## config.mk

```make
export PLATFORM = sky130hd
export DESIGN_NAME = tcu_capture_unit
export DESIGN_NICKNAME = d
export VERILOG_FILES = /design/src/rtl/tcu_pkg.sv /design/src/rtl/tcu_capture_unit.sv /design/src/rtl/tcu_edge_sync.sv
export SDC_FILE = /design/constraint.sdc
export NUM_CORES = 1
export LEC_CHECK = 0
export ABC_CLOCK_PERIOD_IN_PS = 4350
export BUFFER_PORTS_ARGS = -buffer_cell sky130_fd_sc_hd__buf_2
export CAP_MARGIN = 20
export CORE_MARGIN = 5
export CORE_UTILIZATION = 51
export CTS_CLUSTER_DIAMETER = 30
export DETAILED_ROUTE_END_ITERATION = 8
export PLACE_DENSITY = 0.86
export SLEW_MARGIN = 0
export SYNTH_ARGS = -nofsm -noshare
export SYNTH_HDL_FRONTEND = slang
export SYNTH_SLANG_ARGS = --single-unit
```

## constraint.sdc

```tcl
create_clock -name clk_i -period 4.35 [get_ports clk_i]
set_clock_uncertainty 0.05 [all_clocks]
set_input_delay 0.435 -clock clk_i [delete_from_list [all_inputs] [get_ports clk_i]]
set_output_delay 0.435 -clock clk_i [all_outputs]
set_load 0.02 [all_outputs]
```

## src/rtl/tcu_pkg.sv

```systemverilog
// Package with register map, field layout, modes and carrier types of the capture unit.
// Behaviour
// - On a qualifying event, copy the whole 16-bit timer count into the capture value.
// - Mode selects falling, rising, every 4th rising, every 16th rising or every edge.
// - Every capture sets the capture flag, which stays set until cleared.
// - A new capture overwrites an unread value; there is no overrun protection.
// - The capture value is two separately accessible 8-bit registers, low and high.
// - Prescale counter clears when module off, not capturing, or on reset.
// - Switching directly between prescale settings keeps the counter; false capture possible.
// - A mode change may raise a false capture flag; it is not suppressed.
// - With the pin as output, a port write changing its level can trigger capture.
// - Capture uses odd timers only, first odd timer by default; timers may be shared.
// - With instruction clock, the timer holds during sleep and resumes after wake-up.
// - With an external timer clock, capture keeps working during sleep.
package tcu_pkg;

  localparam int ADDR_W = 12;

  localparam logic [ADDR_W-1:0] OFS_CTRL = 12'h000;
  localparam logic [ADDR_W-1:0] OFS_CAPSEL = 12'h004;
  localparam logic [ADDR_W-1:0] OFS_VAL_LO = 12'h008;
  localparam logic [ADDR_W-1:0] OFS_VAL_HI = 12'h00c;
  localparam logic [ADDR_W-1:0] OFS_IRQ_FLAG = 12'h010;
  localparam logic [ADDR_W-1:0] OFS_IRQ_EN = 12'h014;
  localparam logic [ADDR_W-1:0] OFS_STATUS = 12'h018;

  localparam int CTRL_EN_BIT = 7;
  localparam int CTRL_MODE_LSB = 0;
  localparam int MODE_W = 4;
  localparam int CAPSEL_SRC_LSB = 0;
  localparam int SRC_W = 2;
  localparam int CAPSEL_TMR_BIT = 4;
  localparam int FLAG_BIT = 0;
  localparam int STAT_LVL_BIT = 0;
  localparam int STAT_CNT_LSB = 4;
  localparam int PSC_W = 4;

  localparam logic [7:0] CTRL_RST = 8'h00;
  localparam logic [7:0] CAPSEL_RST = 8'h00;
  localparam logic [7:0] BYTE_ZERO = 8'h00;
  localparam logic [PSC_W-1:0] PSC_ZERO = 4'h0;
  localparam logic [1:0] DIV4_MASK = 2'h3;
  localparam logic [PSC_W-1:0] DIV16_MASK = 4'hf;

  typedef enum logic [MODE_W-1:0] {
    MODE_OFF = 4'h0,
    MODE_EDGE = 4'h3,
    MODE_FALL = 4'h4,
    MODE_RISE = 4'h5,
    MODE_DIV4 = 4'h6,
    MODE_DIV16 = 4'h7
  } tcu_mode_t;

  typedef struct packed {
    logic en;
    logic [MODE_W-1:0] mode;
  } tcu_cfg_t;

  typedef struct packed {
    logic level;
    logic rise;
    logic fall;
  } tcu_evt_t;

endpackage

```

## src/rtl/tcu_capture_unit.sv

```systemverilog
// Capture unit top: APB registers, source select, prescaler and capture latch.
//
// Our own choices: the APB register port and the register offsets.
module tcu_capture_unit (
  input wire logic clk_i,
  input wire logic rst_b_i,
  input wire logic psel,
  input wire logic penable,
  input wire logic pwrite,
  input wire logic [tcu_pkg::ADDR_W-1:0] paddr,
  input wire logic [31:0] pwdata,
  input wire logic [3:0] pstrb,
  output logic [31:0] prdata,
  output logic pready,
  output logic pslverr,
  input wire logic cap_pin_i,
  input wire logic port_latch_i,
  input wire logic pin_direction_bit_i,
  input wire logic [2:0] cap_alt_i,
  input wire logic [15:0] first_odd_timer_i,
  input wire logic [15:0] second_odd_timer_i,
  input wire logic sleep_i,
  input wire logic timer_ext_clk_i,
  output logic capture_irq_flag_o,
  output logic capture_irq_enable_o,
  output logic capture_pulse_o
);

  localparam int NSRC = 4;

  function automatic logic is_capture(input logic [tcu_pkg::MODE_W-1:0] m);
    case (m)
      tcu_pkg::MODE_EDGE,
      tcu_pkg::MODE_FALL,
      tcu_pkg::MODE_RISE,
      tcu_pkg::MODE_DIV4,
      tcu_pkg::MODE_DIV16: is_capture = 1'b1;
      default: is_capture = 1'b0;
    endcase
  endfunction

  function automatic logic is_reg(input logic [tcu_pkg::ADDR_W-1:0] a);
    case (a)
      tcu_pkg::OFS_CTRL,
      tcu_pkg::OFS_CAPSEL,
      tcu_pkg::OFS_VAL_LO,
      tcu_pkg::OFS_VAL_HI,
      tcu_pkg::OFS_IRQ_FLAG,
      tcu_pkg::OFS_IRQ_EN,
      tcu_pkg::OFS_STATUS: is_reg = 1'b1;
      default: is_reg = 1'b0;
    endcase
  endfunction

  logic [7:0] module_control_reg_r;
  logic [7:0] capture_input_select_reg_r;
  logic [7:0] capture_value_low_r;
  logic [7:0] capture_value_high_r;
  logic capture_irq_flag_r;
  logic capture_irq_enable_r;
  logic [tcu_pkg::PSC_W-1:0] psc_cnt_r;
  logic [31:0] prdata_r;

  tcu_pkg::tcu_cfg_t cfg;
  tcu_pkg::tcu_evt_t evt;
  logic [NSRC-1:0] src_vec;
  logic pin_level;
  logic src_raw;
  logic active;
  logic run;
  logic cap_evt;
  logic [15:0] timebase_count;
  logic [15:0] capture_value_reg;
  logic setup;
  logic access;
  logic wr;
  logic wr_lane0;
  logic hit;
  logic [31:0] rd_word;

  assign cfg.en = module_control_reg_r[tcu_pkg::CTRL_EN_BIT];
  assign cfg.mode =
    module_control_reg_r[tcu_pkg::CTRL_MODE_LSB +: tcu_pkg::MODE_W];

  // An output-configured pin reads back the port latch, so a port write
  // that flips the level is seen as an edge.
  assign pin_level = pin_direction_bit_i ? cap_pin_i : port_latch_i;

  genvar gi;
  generate
    for (gi = 1; gi < NSRC; gi++)
    begin : g_alt
      assign src_vec[gi] = cap_alt_i[gi-1];
    end
  endgenerate
  assign src_vec[0] = pin_level;

  assign src_raw =
    src_vec[capture_input_select_reg_r[tcu_pkg::CAPSEL_SRC_LSB +: tcu_pkg::SRC_W]];

  tcu_edge_sync u_sync (
    .clk_i(clk_i),
    .rst_b_i(rst_b_i),
    .raw_i(src_raw),
    .evt_o(evt)
  );

  // Only odd timers are offered; select zero is the first one.
  assign timebase_count = capture_input_select_reg_r[tcu_pkg::CAPSEL_TMR_BIT]
    ? second_odd_timer_i : first_odd_timer_i;

  assign active = cfg.en & is_capture(cfg.mode);

  // Without an external timer clock the system clock stops in sleep, so
  // capture pauses with the timer and resumes where it left off.
  assign run = ~(sleep_i & ~timer_ext_clk_i);

  // The prescaled modes share one rising-edge counter, so a direct switch
  // keeps its count and may fire early; software clears the control first.
  always_comb
  begin
    cap_evt = 1'b0;
    case (cfg.mode)
      tcu_pkg::MODE_EDGE: cap_evt = evt.rise | evt.fall;
      tcu_pkg::MODE_FALL: cap_evt = evt.fall;
      tcu_pkg::MODE_RISE: cap_evt = evt.rise;
      tcu_pkg::MODE_DIV4:
        cap_evt = evt.rise &
          (psc_cnt_r[1:0] == tcu_pkg::DIV4_MASK);
      tcu_pkg::MODE_DIV16:
        cap_evt = evt.rise &
          (psc_cnt_r == tcu_pkg::DIV16_MASK);
      default: cap_evt = 1'b0;
    endcase
    cap_evt = cap_evt & active & run;
  end

  always_ff @(posedge clk_i or negedge rst_b_i)
  begin
    if (!rst_b_i)
    begin
      psc_cnt_r <= tcu_pkg::PSC_ZERO;
    end
    else if (!active)
    begin
      psc_cnt_r <= tcu_pkg::PSC_ZERO;
    end
    else if (evt.rise && run)
    begin
      psc_cnt_r <= psc_cnt_r + 4'h1;
    end
  end

  assign setup = psel & ~penable;
  assign access = psel & penable;
  assign hit = is_reg(paddr);
  assign wr = access & pwrite & hit;
  assign wr_lane0 = wr & pstrb[0];

  always_ff @(posedge clk_i or negedge rst_b_i)
  begin
    if (!rst_b_i)
    begin
      module_control_reg_r <= tcu_pkg::CTRL_RST;
    end
    else if (wr_lane0 && paddr == tcu_pkg::OFS_CTRL)
    begin
      module_control_reg_r <= pwdata[7:0];
    end
  end

  always_ff @(posedge clk_i or negedge rst_b_i)
  begin
    if (!rst_b_i)
    begin
      capture_input_select_reg_r <= tcu_pkg::CAPSEL_RST;
    end
    else if (wr_lane0 && paddr == tcu_pkg::OFS_CAPSEL)
    begin
      capture_input_select_reg_r <= pwdata[7:0];
    end
  end

  // A capture in the same cycle as a software write wins: the newest
  // event is kept, and an unread value is simply replaced.
  always_ff @(posedge clk_i or negedge rst_b_i)
  begin
    if (!rst_b_i)
    begin
      capture_value_low_r <= tcu_pkg::BYTE_ZERO;
      capture_value_high_r <= tcu_pkg::BYTE_ZERO;
    end
    else if (cap_evt)
    begin
      capture_value_low_r <= timebase_count[7:0];
      capture_value_high_r <= timebase_count[15:8];
    end
    else if (wr_lane0)
    begin
      if (paddr == tcu_pkg::OFS_VAL_LO)
      begin
        capture_value_low_r <= pwdata[7:0];
      end
      if (paddr == tcu_pkg::OFS_VAL_HI)
      begin
        capture_value_high_r <= pwdata[7:0];
      end
    end
  end

  assign capture_value_reg = {capture_value_high_r, capture_value_low_r};

  // Writing zero clears the flag; a capture in that same cycle sets it,
  // and nothing in hardware ever clears it.
  always_ff @(posedge clk_i or negedge rst_b_i)
  begin
    if (!rst_b_i)
    begin
      capture_irq_flag_r <= 1'b0;
    end
    else if (cap_evt)
    begin
      capture_irq_flag_r <= 1'b1;
    end
    else if (wr_lane0 && paddr == tcu_pkg::OFS_IRQ_FLAG)
    begin
      capture_irq_flag_r <= pwdata[tcu_pkg::FLAG_BIT];
    end
  end

  always_ff @(posedge clk_i or negedge rst_b_i)
  begin
    if (!rst_b_i)
    begin
      capture_irq_enable_r <= 1'b0;
    end
    else if (wr_lane0 && paddr == tcu_pkg::OFS_IRQ_EN)
    begin
      capture_irq_enable_r <= pwdata[tcu_pkg::FLAG_BIT];
    end
  end

  always_comb
  begin
    rd_word = 32'h0000_0000;
    case (paddr)
      tcu_pkg::OFS_CTRL: rd_word[7:0] = module_control_reg_r;
      tcu_pkg::OFS_CAPSEL: rd_word[7:0] = capture_input_select_reg_r;
      tcu_pkg::OFS_VAL_LO: rd_word[7:0] = capture_value_reg[7:0];
      tcu_pkg::OFS_VAL_HI: rd_word[7:0] = capture_value_reg[15:8];
      tcu_pkg::OFS_IRQ_FLAG: rd_word[tcu_pkg::FLAG_BIT] = capture_irq_flag_r;
      tcu_pkg::OFS_IRQ_EN: rd_word[tcu_pkg::FLAG_BIT] = capture_irq_enable_r;
      tcu_pkg::OFS_STATUS:
      begin
        rd_word[tcu_pkg::STAT_LVL_BIT] = evt.level;
        rd_word[tcu_pkg::STAT_CNT_LSB +: tcu_pkg::PSC_W] = psc_cnt_r;
      end
      default: rd_word = 32'h0000_0000;
    endcase
  end

  // Read data is taken in the setup cycle so it leaves a flip-flop; the
  // cost is that a capture during the access phase shows only next read.
  always_ff @(posedge clk_i or negedge rst_b_i)
  begin
    if (!rst_b_i)
    begin
      prdata_r <= 32'h0000_0000;
    end
    else if (setup && !pwrite)
    begin
      prdata_r <= rd_word;
    end
  end

  assign prdata = prdata_r;
  assign pready = access;
  assign pslverr = access & ~hit;

  assign capture_irq_flag_o = capture_irq_flag_r;
  assign capture_irq_enable_o = capture_irq_enable_r;
  assign capture_pulse_o = cap_evt;

endmodule

```

## src/rtl/tcu_edge_sync.sv

```systemverilog
// Two-stage synchroniser with rise and fall detection for the capture input.
module tcu_edge_sync (
  input wire logic clk_i,
  input wire logic rst_b_i,
  input wire logic raw_i,
  output tcu_pkg::tcu_evt_t evt_o
);

  logic meta_r;
  logic sync_r;
  logic prev_r;

  // The first stage feeds only the second; edges are judged one stage later.
  always_ff @(posedge clk_i or negedge rst_b_i)
  begin
    if (!rst_b_i)
    begin
      meta_r <= 1'b0;
      sync_r <= 1'b0;
      prev_r <= 1'b0;
    end
    else
    begin
      meta_r <= raw_i;
      sync_r <= meta_r;
      prev_r <= sync_r;
    end
  end

  // Each edge appears for exactly one cycle, so it can only be counted once.
  always_comb
  begin
    evt_o.level = sync_r;
    evt_o.rise = sync_r & ~prev_r;
    evt_o.fall = ~sync_r & prev_r;
  end

endmodule

```

==> results.cfg <==
[run_status]
outcome = finished, final reports clean

[detailed_routing]
firstDrtPassIters = 4
vias = 2171
post_drt_wl_per_cell_um = 16.0
viasPerCell = 5.39
drcViolationCount = 0
drtAntennaViolNets = 0
routed_wl_mm = 6.46
first_iter_violations = 84

[synth]
synthArstFlopShare_pct = 100
avgSynthCellArea_um2 = 11.5
synthTopCellsByCount = 54 x mux2i_1, 49 x dfrtp_1, 26 x buf_4, 18 x nand2_1, 13 x o21ai_0
yosys-top-cells-area = dfrtp_1 42%, mux2i_1 18%, buf_4 6.7%, mux2_4 4.1%, mux2_2 3.8%
ys_seq_area_share_pct = 41.8
synth.most_common_cell = mux2i_1
synthDistinctLibCells = 42
syn_inst = 255
synth_top_area_share_pct = 41.8
syn-cell-area_mm2 = 0.00293
synth_edf_count = 0
synth-seq-cells = 49
yosysTopAreaCell = dfrtp_1
synthFlopType = dfrtp_1
ys_warn_count = 0

[timing]
hold_viol = 0
fin_crit_ns = 2.88
slew_viol_final = 0
worst_slew_pin_slew_ns = 0.884
fin_setup_tns_ns = 0
maxSlewHeadroom_pct = 41.1
rsz0062_at_grt = false
fmax_mhz = 347
fin_crit_sh_pct = 66.2
setup_viol = 0

[power_and_ir_drop]
ir_worst_vdd_v = 0.000256
pwr-share-seq_pct = 55.4
power.density_mw_per_mm2 = 244
p_leak_nw = 1.67
p_total_uw = 829
p_clk_share_pct = 32.6
intPower_uw = 610
switchingPower_uw = 219
p_sw_share_pct = 26.5
combPwrFrac_pct = 12.0

[finish]
finish.utilization_pct = 61.2
area_delta_synth_final_pct = 15.7
diodes = 0
nets = 426
drive_gt1_share_pct = 36.0

[setup_path]
path_cells = ha_1 > nand3_1 > o22ai_1 > a32oi_1 > nor4bb_4 > buf_2
criticalPathCategory = reg -> out
cp.arrival_ns = 2.40
worstSetupStartpointType = register
cp_max_fo = 9
cp-end-kind = output pin
slowest_stage = nor4bb_4
cpPeakStageDelay_ns = 0.69
cp.required_ns = 3.87

[clock_network]
clk_path_buf_depth = 2
cts-root-buf = clkbuf_8
cts.sinks = 49
postCtsSetupBuffers = 0
ctsHtreeMaxLevel = 2
cts_tree = yes
clk_pin_slew_ns = 0.09
clkLatencyLatePin_ns = 0.31
cts_buffers = 5

[floorplanning]
core.rowCount = 27
dieArea_mm2 = 0.00737
die_w_um = 85.9
initial_core_util_pct = 53.0
fp.coreArea_mm2 = 0.00554
io_pins = 130
die_h_um = 85.9

[placed_design]
portBuffers = 78
place_congestion = 0.841
place_hpwl_mm = 4.91

[grt]
grt_overflow_total = 0
gr-usage-met3_pct = 5.38
grt_pass1_wl_mm = 10.8
antenna_found_initial = 0
grtUsageMet1_pct = 24.0
grt_pass1_vias = 2249
track_usage_pct = 18.7
met2_usage_pct = 30.4
busiest_layer = met2
grt_max_degree = 50

[hold_path]
hp-class = reg -> reg

[run]
drv_cap = 0
## state kept, by name, summed over array words and instances, names as in the netlist
name                        cells
capture_input_select_reg_r      8
u_sync.prev_r                   1
u_sync.sync_r                   1
prdata                          8
psc_cnt_r                       4
capture_value_high_r            8
capture_irq_flag_o              1
u_sync.meta_r                   1
module_control_reg_r            8
capture_value_low_r             8
capture_irq_enable_o            1
## per-stage QoR
step	hold slack (ns)	setup WS, ns	std cells	cell area, um^2
6_report	0.313	1.47	403	3390
5_1_grt	0.338	1.35	403	3390
4_1_cts	0.300	1.47	401	3360
3_5_place_dp	0.290	1.81	393	3280
3_3_place_gp	0.283	1.88	393	3280
2_1_floorplan	0.0894	2.28	278	3020
## routing by layer
metal | vias to the layer above | part of all wire (%)
li1 | 1023 | -
met3 | 9 | 9.2
met4 | 0 | 1.4
met1 | 1042 | 42
met2 | 97 | 48
met5 | - | 0
## what timing repair did
action | in CTS | in global routing
hold buffers | 0 | 1
endpoints found under the hold margin | 0 | 7
gates resized for setup | 0 | 0
## worst max-delay path, delay by kind of cell, from the launching register on
family,cells,cell delay (ns)
compound gates,2,0.30
fa+ha+maj,1,0.27
buf+inv,1,0.29
flops,1,0.43
simple gates,2,0.79
## cell families after synthesis
group | after synthesis | synth area share (%)
buffers and inverters | 38 | 8.66
XOR/XNOR | 2 | 0.597
AO/OA/AOI/OAI | 29 | 6.31
other | 1 | 0.128
adder cells (fa/ha/maj) | 3 | 1.28
flip-flops | 49 | 41.8
AND/OR/NAND/NOR | 56 | 11.0
multiplexers | 77 | 30.2
## power groups by stage
stage                     Clock (mW)  Sequential [mW]  Combinational (mW)
after floorplan                    0            0.468              0.0638
after global placement             0            0.468              0.0936
after detailed placement           0            0.468              0.0966
after CTS                      0.276            0.459              0.0970
after global routing           0.288            0.460               0.111
final                          0.270            0.459              0.0999
## area by class of cell
| cell class | instances | area [um^2] |
|---|---|---|
| Multi-Input combinational cell | 191 | 1560 |
| Timing Repair Buffer | 81 | 428 |
| Sequential cell | 49 | 1230 |
| Clock inverter | 2 | 13.8 |
| Clock buffer | 6 | 72.6 |
| Fill cell | 454 | 2150 |
| Inverter | 2 | 7.51 |
| Tap cell | 72 | 90.1 |
## path summary, 6_finish.rpt
kind,from,cells after the start,slack (ns),endpoint
worst max-delay path,u_sync.sync_r,6,1.47,capture_pulse_o
worst min-delay path,u_sync.meta_r,0,0.31,u_sync.sync_r
worst max register to register,u_sync.sync_r,7,1.88,capture_value_high_r[7]
worst min register to register,u_sync.meta_r,0,0.31,u_sync.sync_r
max in group asynchronous,rst_b_i,3,3.34,u_sync.sync_r
min in group asynchronous,rst_b_i,2,0.44,capture_value_high_r[4]
## layout by cell type (no fill, tap or decap), types with 2 or more instances in the layout
master	synthesis	routed
nand3_1	9	9
nand2b_1	2	2
mux2_4	8	8
inv_1	2	2
nand2_1	18	18
ha_1	3	3
nor2_1	6	6
dfrtp_1	49	49
nor3_1	2	2
nand4_2	2	2
buf_2	5	78
a22oi_1	4	4
xor2_1	2	2
and2_1	3	3
mux2i_1	54	54
a21oi_1	3	3
nor2b_1	3	3
mux4_2	5	5
clkbuf_8	0	5
conb_1	1	24
mux2_2	10	10
o21ai_0	13	13
a22o_1	4	4
Note: power is estimated with default switching activity, not from simulation.
